**src/ncpm_pkg.sv**
```systemverilog
package ncpm_pkg;

    // ****************************************************************
    // Clock and timing
    // ****************************************************************
    localparam int unsigned CLK_MHZ           = 125;
    localparam int unsigned BLINK_HALF_MS     = 250;
    localparam int unsigned BLINK_HALF_CYCLES = BLINK_HALF_MS * CLK_MHZ * 1000;

    // ****************************************************************
    // Serial line framing and silence gap
    // ****************************************************************
    localparam int unsigned DATA_BITS      = 8;
    localparam int unsigned STOP_BITS      = 1;
    localparam int unsigned BITS_PER_CHAR  = 1 + DATA_BITS + 1 + STOP_BITS;
    localparam int unsigned GAP_CHARS_X2   = 7;
    localparam logic [7:0]  GAP_HALF_BITS  = 8'(GAP_CHARS_X2 * BITS_PER_CHAR);
    localparam logic [15:0] BIT_DIV_RESET  = 16'h32DC;

    // ****************************************************************
    // Connections and process data
    // ****************************************************************
    localparam logic [2:0]  MAX_CONN       = 3'h4;
    localparam int unsigned PD_BYTES       = 256;
    localparam int unsigned PD_WORDS       = PD_BYTES / 4;
    localparam int unsigned PD_AW          = $clog2(PD_WORDS);

    // ****************************************************************
    // Register map, byte addresses, zero based
    // ****************************************************************
    localparam logic [11:0] ADDR_CTRL      = 12'h000;
    localparam logic [11:0] ADDR_STATUS    = 12'h004;
    localparam logic [11:0] ADDR_BITDIV    = 12'h008;
    localparam logic [11:0] ADDR_CTRLPKT   = 12'h00C;
    localparam logic [11:0] ADDR_STATPKT   = 12'h010;
    localparam logic [11:0] ADDR_MSGCNT    = 12'h014;
    localparam logic [3:0]  PAGE_RXPD      = 4'h1;
    localparam logic [3:0]  PAGE_TXPD      = 4'h2;
    localparam logic [6:0]  CTRL_RESET     = 7'h00;

    // CTRL register fields.
    localparam int unsigned CTRL_LOC_RUN   = 0;
    localparam int unsigned CTRL_LOC_RST   = 1;
    localparam int unsigned CTRL_IP_VALID  = 2;
    localparam int unsigned CTRL_DUP_IP    = 3;
    localparam int unsigned CTRL_TIMEOUT   = 4;
    localparam int unsigned CTRL_MAJ_FAULT = 5;
    localparam int unsigned CTRL_PAR_ODD   = 6;

    // ****************************************************************
    // Cyclic packets, two 16-bit words each way
    // ****************************************************************
    typedef struct packed {
        logic [15:0] refWord;
        logic [7:0]  spareByte;
        logic [1:0]  unused76;
        logic        netCtrl;
        logic        unused4;
        logic        faultReset;
        logic [1:0]  unused21;
        logic        runFwd;
    } ncpm_ctrl_pkt_t;

    typedef struct packed {
        logic [15:0] spareWord;
        logic [7:0]  driveState;
        logic [1:0]  zero76;
        logic        ctrlFromNet;
        logic        ready;
        logic        zero3;
        logic        runningFwd;
        logic        warning;
        logic        faulted;
    } ncpm_stat_pkt_t;

    typedef enum logic [2:0] {
        LED_OFF       = 3'b000,
        LED_A_ON      = 3'b001,
        LED_A_FLASH   = 3'b010,
        LED_B_ON      = 3'b011,
        LED_B_FLASH   = 3'b100
    } ncpm_led_t;

    typedef enum logic [0:0] {
        BUS_IDLE      = 1'b0,
        BUS_RDWAIT    = 1'b1
    } ncpm_bus_t;

endpackage : ncpm_pkg

```
**src/ncpm_mapper.sv**
```systemverilog
// Operation
// - control byte 0: bit0 run forward, bit3 fault reset, bit5 network control.
// - status byte 0 faulted, warning, running, ready, from-net; byte 1 drive state.
// - with cyclic link and network control set, local commands are ignored.
// - reverse and reference requests ignored; their status bits read as zero.
// - two words from master in, two words to master out.
// - up to four master connections are served at once.
// - 256 bytes of process data in each direction.
// - register and process data addresses are zero based.
// - message boundary is line silence of 3.5 character times, no marker byte.
// - first character after such a gap starts a new message.
// - port indicator: off, green 100 Mbit/s, yellow 10 Mbit/s, flashing on activity.
// - network indicator: off, green, flashing green, red, flashing red as listed.
// - module indicator: green run, flashing green idle, red major, flashing red recoverable.
// - characters are 8 data bits, parity, one stop bit.
//
// Local design decisions: the placing of the registers and the AHB-Lite slave port.
`timescale 1ns/1ps
`default_nettype none

module ncpm_mapper
    import ncpm_pkg::*;
#(
    parameter int unsigned BLINK_CYCLES = BLINK_HALF_CYCLES
)(
    input  wire logic                 clk_sys,
    input  wire logic                 rst_n,
    // AHB-Lite slave
    input  wire logic                 hsel,
    input  wire logic [31:0]          haddr,
    input  wire logic [1:0]           htrans,
    input  wire logic                 hwrite,
    input  wire logic [2:0]           hsize,
    input  wire logic [31:0]          hwdata,
    input  wire logic                 hready,
    output logic                      hreadyout,
    output logic      [31:0]          hrdata,
    output logic                      hresp,
    // Cyclic exchange with the fieldbus side
    input  wire logic                 cycUp,
    input  wire logic                 ctrlValid,
    input  wire ncpm_ctrl_pkt_t       ctrlPkt,
    input  wire logic                 statusReq,
    output ncpm_stat_pkt_t            statusPkt,
    output logic                      statusValid,
    // Connection requests
    input  wire logic                 connOpen,
    input  wire logic                 connClose,
    output logic                      connAccept,
    output logic                      connRefuse,
    // Process data
    input  wire logic                 pdRxWrEn,
    input  wire logic [PD_AW-1:0]     pdRxAddr,
    input  wire logic [31:0]          pdRxData,
    input  wire logic [PD_AW-1:0]     pdTxAddr,
    output logic      [31:0]          pdTxData,
    // Starter state and local commands
    input  wire logic                 drvFaulted,
    input  wire logic                 drvWarning,
    input  wire logic                 drvRunning,
    input  wire logic                 drvReady,
    input  wire logic [7:0]           drvState,
    input  wire logic                 localRunFwd,
    input  wire logic                 localFaultReset,
    output logic                      cmdRunFwd,
    output logic                      cmdFaultReset,
    output logic                      ctrlFromNet,
    // Serial line
    input  wire logic                 rtuRxd,
    output logic                      rtuMsgStart,
    // Indicators
    input  wire logic [1:0]           portLinkUp,
    input  wire logic [1:0]           portFast,
    input  wire logic [1:0]           portActivity,
    output logic [1:0]                linkLedGreen,
    output logic [1:0]                linkLedYellow,
    output logic                      netLedGreen,
    output logic                      netLedRed,
    output logic                      modLedGreen,
    output logic                      modLedRed
);

    // ****************************************************************
    // Helpers
    // ****************************************************************
    function automatic logic [1:0] ledDrive(input ncpm_led_t mode, input logic blink);
        logic [1:0] ab;
        ab = 2'h0;
        unique case (mode)
            LED_OFF:     ab = 2'h0;
            LED_A_ON:    ab = 2'h1;
            LED_A_FLASH: ab = {1'b0, blink};
            LED_B_ON:    ab = 2'h2;
            LED_B_FLASH: ab = {blink, 1'b0};
            default:     ab = 2'h0;
        endcase
        return ab;
    endfunction : ledDrive

    function automatic logic inPage(input logic [11:0] a, input logic [3:0] page);
        return a[11:8] == page;
    endfunction : inPage

    // ****************************************************************
    // Register bus
    // ****************************************************************
    ncpm_bus_t                busState;
    logic                     wrActive;
    logic [11:0]              wrAddr;
    logic [11:0]              rdAddr;
    logic [6:0]               ctrlReg;
    logic [15:0]              bitDiv;
    logic [31:0]              msgCount;
    logic [31:0]              rxRdData;
    logic [31:0]              readMux;
    logic [2:0]               connCount;
    ncpm_ctrl_pkt_t           ctrlLatch;
    logic                     addrValid;
    logic                     txWrEn;
    logic                     rtuGapSeen;

    assign addrValid = hsel && hready && htrans[1];
    assign txWrEn    = wrActive && inPage(wrAddr, PAGE_TXPD);

    always_ff @(posedge clk_sys or negedge rst_n) begin
        if (!rst_n) begin
            busState  <= BUS_IDLE;
            hreadyout <= 1'b1;
            hrdata    <= 32'h0000_0000;
            rdAddr    <= 12'h000;
        end else begin
            unique case (busState)
                BUS_IDLE: begin
                    if (addrValid && !hwrite) begin
                        rdAddr    <= haddr[11:0];
                        hreadyout <= 1'b0;
                        busState  <= BUS_RDWAIT;
                    end
                end
                BUS_RDWAIT: begin
                    hrdata    <= readMux;
                    hreadyout <= 1'b1;
                    busState  <= BUS_IDLE;
                end
            endcase
        end
    end

    always_ff @(posedge clk_sys or negedge rst_n) begin
        if (!rst_n) begin
            wrActive <= 1'b0;
            wrAddr   <= 12'h000;
        end else begin
            wrActive <= addrValid && hwrite;
            if (addrValid) begin
                wrAddr <= haddr[11:0];
            end
        end
    end

    always_ff @(posedge clk_sys or negedge rst_n) begin
        if (!rst_n) begin
            hresp <= 1'b0;
        end else begin
            hresp <= 1'b0;
        end
    end

    always_ff @(posedge clk_sys or negedge rst_n) begin
        if (!rst_n) begin
            ctrlReg <= CTRL_RESET;
            bitDiv  <= BIT_DIV_RESET;
        end else if (wrActive) begin
            if (wrAddr == ADDR_CTRL) begin
                ctrlReg <= hwdata[6:0];
            end
            if (wrAddr == ADDR_BITDIV) begin
                bitDiv <= hwdata[15:0];
            end
        end
    end

    // Register index equals byte address over four, counting from zero.
    always_comb begin
        readMux = 32'h0000_0000;
        if (inPage(rdAddr, PAGE_RXPD)) begin
            readMux = rxRdData;
        end else begin
            unique case (rdAddr)
                ADDR_CTRL:    readMux = {25'h0, ctrlReg};
                ADDR_STATUS:  readMux = {23'h0, rtuGapSeen, 1'b0, connCount, cycUp,
                                         ctrlFromNet, cmdFaultReset, cmdRunFwd};
                ADDR_BITDIV:  readMux = {16'h0000, bitDiv};
                ADDR_CTRLPKT: readMux = ctrlLatch;
                ADDR_STATPKT: readMux = statusPkt;
                ADDR_MSGCNT:  readMux = msgCount;
                default:      readMux = 32'h0000_0000;
            endcase
        end
    end

    // ****************************************************************
    // Process data buffers
    // ****************************************************************
    // Master to device data, read by software at zero-based word index.
    ncpm_pd_ram u_rx_ram (
        .clk_sys (clk_sys),
        .wrEn    (pdRxWrEn),
        .wrAddr  (pdRxAddr),
        .wrData  (pdRxData),
        .rdAddr  (haddr[PD_AW+1:2]),
        .rdData  (rxRdData)
    );

    // Device to master data, written by software.
    ncpm_pd_ram u_tx_ram (
        .clk_sys (clk_sys),
        .wrEn    (txWrEn),
        .wrAddr  (wrAddr[PD_AW+1:2]),
        .wrData  (hwdata),
        .rdAddr  (pdTxAddr),
        .rdData  (pdTxData)
    );

    // ****************************************************************
    // Cyclic control and status
    // ****************************************************************
    logic netOwns;
    logic next_cmdRunFwd;
    logic next_cmdFaultReset;

    always_ff @(posedge clk_sys or negedge rst_n) begin
        if (!rst_n) begin
            ctrlLatch <= '0;
        end else if (ctrlValid) begin
            ctrlLatch <= ctrlPkt;
        end
    end

    // Only run, reset and network control are decoded; the rest is dropped.
    assign netOwns            = cycUp && ctrlLatch.netCtrl;
    assign next_cmdRunFwd     = netOwns ? ctrlLatch.runFwd
                                        : (localRunFwd || ctrlReg[CTRL_LOC_RUN]);
    assign next_cmdFaultReset = netOwns ? ctrlLatch.faultReset
                                        : (localFaultReset || ctrlReg[CTRL_LOC_RST]);

    always_ff @(posedge clk_sys or negedge rst_n) begin
        if (!rst_n) begin
            cmdRunFwd     <= 1'b0;
            cmdFaultReset <= 1'b0;
            ctrlFromNet   <= 1'b0;
        end else begin
            cmdRunFwd     <= next_cmdRunFwd;
            cmdFaultReset <= next_cmdFaultReset;
            ctrlFromNet   <= netOwns;
        end
    end

    always_ff @(posedge clk_sys or negedge rst_n) begin
        if (!rst_n) begin
            statusPkt   <= '0;
            statusValid <= 1'b0;
        end else begin
            statusValid <= statusReq;
            if (statusReq) begin
                statusPkt.spareWord   <= 16'h0000;
                statusPkt.driveState  <= drvState;
                statusPkt.zero76      <= 2'h0;
                statusPkt.ctrlFromNet <= netOwns;
                statusPkt.ready       <= drvReady;
                statusPkt.zero3       <= 1'b0;
                statusPkt.runningFwd  <= drvRunning;
                statusPkt.warning     <= drvWarning;
                statusPkt.faulted     <= drvFaulted;
            end
        end
    end

    // ****************************************************************
    // Master connections
    // ****************************************************************
    always_ff @(posedge clk_sys or negedge rst_n) begin
        if (!rst_n) begin
            connCount  <= 3'h0;
            connAccept <= 1'b0;
            connRefuse <= 1'b0;
        end else begin
            connAccept <= 1'b0;
            connRefuse <= 1'b0;
            if (connOpen && connClose) begin
                connAccept <= 1'b1;
            end else if (connOpen) begin
                if (connCount < MAX_CONN) begin
                    connCount  <= connCount + 3'h1;
                    connAccept <= 1'b1;
                end else begin
                    connRefuse <= 1'b1;
                end
            end else if (connClose && connCount != 3'h0) begin
                connCount <= connCount - 3'h1;
            end
        end
    end

    // ****************************************************************
    // Serial line silence detector
    // ****************************************************************
    logic        rxdMeta;
    logic        rxdSync;
    logic        rxdPrev;
    logic [15:0] halfCnt;
    logic        halfTick;
    logic [7:0]  idleHalf;

    always_ff @(posedge clk_sys or negedge rst_n) begin
        if (!rst_n) begin
            rxdMeta <= 1'b1;
            rxdSync <= 1'b1;
            rxdPrev <= 1'b1;
        end else begin
            rxdMeta <= rtuRxd;
            rxdSync <= rxdMeta;
            rxdPrev <= rxdSync;
        end
    end

    // Half-bit ticks; one character is start, 8 data, parity and one stop bit.
    assign halfTick = (halfCnt + 16'h0001) >= {1'b0, bitDiv[15:1]};

    always_ff @(posedge clk_sys or negedge rst_n) begin
        if (!rst_n) begin
            halfCnt <= 16'h0000;
        end else if (halfTick) begin
            halfCnt <= 16'h0000;
        end else begin
            halfCnt <= halfCnt + 16'h0001;
        end
    end

    assign rtuGapSeen = idleHalf >= GAP_HALF_BITS;

    // Any line transition restarts the silence count.
    always_ff @(posedge clk_sys or negedge rst_n) begin
        if (!rst_n) begin
            idleHalf <= 8'h00;
        end else if (rxdSync != rxdPrev) begin
            idleHalf <= 8'h00;
        end else if (halfTick && !rtuGapSeen) begin
            idleHalf <= idleHalf + 8'h01;
        end
    end

    always_ff @(posedge clk_sys or negedge rst_n) begin
        if (!rst_n) begin
            rtuMsgStart <= 1'b0;
            msgCount    <= 32'h0000_0000;
        end else begin
            rtuMsgStart <= 1'b0;
            if (rxdPrev && !rxdSync && rtuGapSeen) begin
                rtuMsgStart <= 1'b1;
                msgCount    <= msgCount + 32'h0000_0001;
            end
        end
    end

    // ****************************************************************
    // Indicators
    // ****************************************************************
    logic [31:0] blinkCnt;
    logic        blink;
    ncpm_led_t   netMode;
    ncpm_led_t   modMode;
    logic [1:0]  netAb;
    logic [1:0]  modAb;
    logic [1:0]  linkAb [2];

    always_ff @(posedge clk_sys or negedge rst_n) begin
        if (!rst_n) begin
            blinkCnt <= 32'h0000_0000;
            blink    <= 1'b0;
        end else if (blinkCnt >= 32'(BLINK_CYCLES - 1)) begin
            blinkCnt <= 32'h0000_0000;
            blink    <= !blink;
        end else begin
            blinkCnt <= blinkCnt + 32'h0000_0001;
        end
    end

    always_comb begin
        if (!ctrlReg[CTRL_IP_VALID]) begin
            netMode = LED_OFF;
        end else if (ctrlReg[CTRL_DUP_IP]) begin
            netMode = LED_B_ON;
        end else if (ctrlReg[CTRL_TIMEOUT]) begin
            netMode = LED_B_FLASH;
        end else if (connCount != 3'h0) begin
            netMode = LED_A_ON;
        end else begin
            netMode = LED_A_FLASH;
        end
        if (ctrlReg[CTRL_MAJ_FAULT]) begin
            modMode = LED_B_ON;
        end else if (drvWarning) begin
            modMode = LED_B_FLASH;
        end else if (cycUp) begin
            modMode = LED_A_ON;
        end else begin
            modMode = LED_A_FLASH;
        end
    end

    assign netAb = ledDrive(netMode, blink);
    assign modAb = ledDrive(modMode, blink);

    always_comb begin
        for (int p = 0; p < 2; p++) begin
            if (!portLinkUp[p]) begin
                linkAb[p] = 2'h0;
            end else if (portFast[p]) begin
                linkAb[p] = ledDrive(portActivity[p] ? LED_A_FLASH : LED_A_ON, blink);
            end else begin
                linkAb[p] = ledDrive(portActivity[p] ? LED_B_FLASH : LED_B_ON, blink);
            end
        end
    end

    always_ff @(posedge clk_sys or negedge rst_n) begin
        if (!rst_n) begin
            netLedGreen   <= 1'b0;
            netLedRed     <= 1'b0;
            modLedGreen   <= 1'b0;
            modLedRed     <= 1'b0;
            linkLedGreen  <= 2'h0;
            linkLedYellow <= 2'h0;
        end else begin
            netLedGreen   <= netAb[0];
            netLedRed     <= netAb[1];
            modLedGreen   <= modAb[0];
            modLedRed     <= modAb[1];
            linkLedGreen  <= {linkAb[1][0], linkAb[0][0]};
            linkLedYellow <= {linkAb[1][1], linkAb[0][1]};
        end
    end

endmodule : ncpm_mapper

`default_nettype wire

```
**src/ncpm_pd_ram.sv**
```systemverilog
`timescale 1ns/1ps
`default_nettype none

module ncpm_pd_ram
    import ncpm_pkg::*;
(
    input  wire logic                 clk_sys,
    input  wire logic                 wrEn,
    input  wire logic [PD_AW-1:0]     wrAddr,
    input  wire logic [31:0]          wrData,
    input  wire logic [PD_AW-1:0]     rdAddr,
    output logic      [31:0]          rdData
);

    logic [31:0] mem [PD_WORDS];

    always_ff @(posedge clk_sys) begin
        if (wrEn) begin
            mem[wrAddr] <= wrData;
        end
    end

    always_ff @(posedge clk_sys) begin
        rdData <= mem[rdAddr];
    end

endmodule : ncpm_pd_ram

`default_nettype wire

```
**config.mk**
```make
export PLATFORM = sky130hd
export DESIGN_NAME = ncpm_mapper
export DESIGN_NICKNAME = d
export VERILOG_FILES = /design/src/ncpm_pkg.sv /design/src/ncpm_mapper.sv /design/src/ncpm_pd_ram.sv
export SDC_FILE = /design/constraint.sdc
export NUM_CORES = 2
export LEC_CHECK = 0
export BUFFER_PORTS_ARGS = -buffer_cell sky130_fd_sc_hd__buf_2
export CAP_MARGIN = 10
export CORE_AREA = 3 3 552 554
export DETAILED_ROUTE_END_ITERATION = 7
export DIE_AREA = 0 0 555 557
export GPL_ROUTABILITY_DRIVEN = 0
export GPL_TIMING_DRIVEN = 1
export PLACE_DENSITY_LB_ADDON = 0.3
export SYNTH_ARGS = -nofsm -noshare
export SYNTH_HDL_FRONTEND = slang
export SYNTH_SLANG_ARGS = --single-unit
```
**constraint.sdc**
```tcl
create_clock -name clk_sys -period 8.1 [get_ports clk_sys]
set_input_delay 0 -clock clk_sys [delete_from_list [all_inputs] [get_ports clk_sys]]
set_output_delay 0 -clock clk_sys [all_outputs]
set_load 0.02 [all_outputs]
```
==> metrics.yaml <==
clocking:
  clkLatencyLatePin_ns: 0.96
  h-tree-depth: 5
  clock-sinks: 4397
  numCtsBuffers: 428
  clockBufferDepth: 4
  post_cts_resized: 0
  cts_tree: "built"
  clk_pin_slew_worst_paths_ns: 0.06
  hold_buffers: 265
  clock-root-buffer: "clkbuf_16"
  cts_setup_buffers: 0
synthesis:
  netlist-cell-type-count: 55
  yosys_register_bits: 4397
  synth_top_area_share_pct: 73.15
  yosys.area.top_type: "edfxtp_1"
  synth_xor_area_share_pct: 0.3646
  synth_most_common_cell: "edfxtp_1"
  muxShareOfSynthArea_pct: 17.19
  synthFlopType: "edfxtp_1"
  synth_compound_area_share_pct: 1.674
  yosysWarnings: 0
  ys_seq_area_share_pct: 77.45
  synth_top_family_by_area: "multiplexers"
  synth-async-reset-ratio_pct: 5.390
  synthCells: 7420
  synth.top_cells.by_area: "edfxtp_1 (73%), mux4_2 (16%), dfrtp_1 (3.3%), dfxtp_1 (0.76%), a22oi_1 (0.58%)"
  synth_commonest_cells: "edfxtp_1 (4096), mux4_2 (1198), nor2_1 (231)"
  synth_fa_ha_area_share_pct: 0.1905
  avgSynthCellArea_sq_um: 22.66
  netlist_area_sq_mm: 0.1681
  synth-simple-area-share_pct: 1.908
  synth_edf_count: 4096
worst_setup_path:
  slowest_stage: "nor2_4"
  slowest_delay_ns: 1.04
  criticalPathCategory: "flip-flop to flip-flop"
  critical-path-top-delay-family: "simple AND/OR/NAND/NOR gates"
  required_ns: 8.69
  endpoint_kind: "flip-flop"
  arrival_ns: 4.71
  cp-start-kind: "flip-flop"
  crit_chain: "nor4b_2 > and3_1 > nand3_1 > nor2_4 > buf_4"
  critical_path_buf_inv_count: 1
  worstPathMaxFanout: 18
drt:
  wl_microns: 415100
  ant_nets: 0
  drt-initial-drc-count: 10930
  wl_per_cell_microns: 33.11
  firstDrtPassIters: 8
  vias: 82290
  viasPerCell: 6.563
  route.detailed.drc: 11
timing:
  max_freq_ghz: 0.2426
  fin_crit_sh_pct: 50.88
  skew_ns: 0.1087
  tns_ns: 0
  period_needed_ns: 4.121
  hold_slack_ns: -0.01170
  rsz0062_at_grt: "no"
  finalSetupViolCount: 0
  relSlewSlack_pct: 9.730
  hold_viol: 7
  tightest_slew_ns: 1.348
  finalMaxSlewViolations: 0
grt:
  grt_overflow: 0
  grt_max_degree: 149
  first_global_vias: 83890
  track_usage_pct: 26.82
  antenna_found_initial: 32
  grt_pass1_wl_microns: 596500
job:
  max_cap_viol_count: 0
floorplan:
  rows: 201
  start_util_pct: 56.04
  die_area_sq_mm: 0.3091
  num_io_pins: 290
  die_h_microns: 557
  dieWidth_microns: 555
  coreArea_sq_mm: 0.3000
power:
  cellPowerDensity_mw_per_mm2: 247.9
  cellLeakagePower_nw: 61.76
  irDropWorstVdd_uv: 222.3
placed_design:
  portBuffers: 245
  dp_hpwl_microns: 215800
status:
  outcome: "complete, but fails checks"
  violations: "design-rule violations, negative hold slack"
layout:
  final_layout_size_suffix_gt1_share_pct: 29.44
  syn_to_final_growth_pct: 14.40
  final_net_count: 8399
hold_path:
  hp-class: "input port to flip-flop"
## per-stage QoR
stage	power (mW)	setup WS (ns)	instances	instance area [sq um]	util, %
CTS	47.88	3.883	12510	192100	64.04
global route	48.96	3.845	12520	192300	64.10
floorplan	27.05	5.022	7447	168300	-
finish	47.69	3.979	12540	192400	64.11
global placement	28.11	3.903	11450	175400	58.45
detailed placement	28.19	3.882	11450	175400	58.45
## layer usage
metal	global-route usage [%]	vias to the layer above	part of all wire [%]
met5	0	-	0.024
met4	11.02	16	4.6
met3	5.184	922	8.7
met2	44.70	4510	51
met1	35.20	44060	36
li1	-	32780	-
## sequential cells by signal, indices dropped and copies added, names as in the netlist, 3 cells and up
name	count
bitDiv	16
blinkCnt	32
connCount	3
ctrlLatch	32
ctrlReg	7
halfCnt	16
hrdata	32
idleHalf	8
msgCount	32
rdAddr	12
statusPkt	13
u_rx_ram.mem	2048
u_rx_ram.rdData	32
u_tx_ram.mem	2048
u_tx_ram.rdData	32
wrAddr	12
## cells by family (layout without fill, tap and decap cells)
group           after synthesis  after routing
other cells                   1             49
mux                        1379           1379
buf+inv                     448           1561
compound gates              414            414
flops                      4397           4397
simple gates                686            686
fa+ha+maj                    25             25
xor+xnor                     70             70
## final cells by class
cell class	count	area [sq um]
clock inverters	240	2611
inverters	34	127.6
fillers	18860	107700
flip-flops and latches	4397	130200
multi-input cells	2602	36940
repair buffers	734	5962
well taps	3958	4952
clock buffers	553	11490
diodes	21	52.55
## power by group
part	total (mW)	switching [mW]	internal, mW
combinational	2.65	1.61	1.04
sequential	25.2	0.185	25.1
clock	19.8	8.43	11.4
## worst paths after layout
path	startpoint	endpoint	slack, ns	cells after the start
hold reg to reg	rxdMeta$_DFF_PN1_	rxdSync$_DFF_PN1_	0.35	0
min in group asynchronous	rst_n	hreadyout$_DFFE_PN1P_	0.21	3
setup / recovery	wrAddr[8]$_DFFE_PN0P_	u_tx_ram.mem[39][15]$_DFFE_PP_	3.98	5
max in group asynchronous	rst_n	ctrlLatch[8]$_DFFE_PN0P_	6.77	4
setup reg to reg	wrAddr[8]$_DFFE_PN0P_	u_tx_ram.mem[39][15]$_DFFE_PP_	3.98	5
hold / removal	hwdata[18]	u_tx_ram.mem[34][18]$_DFFE_PP_	-0.01	2
## worst reg2reg max path, stage by stage (launching register included)
cell	delay [ns]
dfrtp_1	0.40
nor4b_2	0.63
and3_1	0.38
nand3_1	0.71
nor2_4	1.05
buf_4	0.59
## cells in the final DEF, fill, tap and decap left out, types with 33 or more instances in the layout
master	n
xnor2_1	39
clkbuf_1	101
dlygate4sd3_1	264
dfxtp_1	64
mux4_2	1198
a22oi_1	129
nor2_1	102
nor2_4	128
inv_1	33
dfrtp_1	225
nor2b_1	97
a211oi_1	84
clkbuf_16	434
nand2_1	199
buf_4	203
clkinv_2	74
bufinv_16	41
nand3_1	37
buf_2	235
mux2_2	85
clkinv_1	81
a21oi_1	111
mux2i_1	96
edfxtp_1	4096
(Power assumes the default switching activity.)
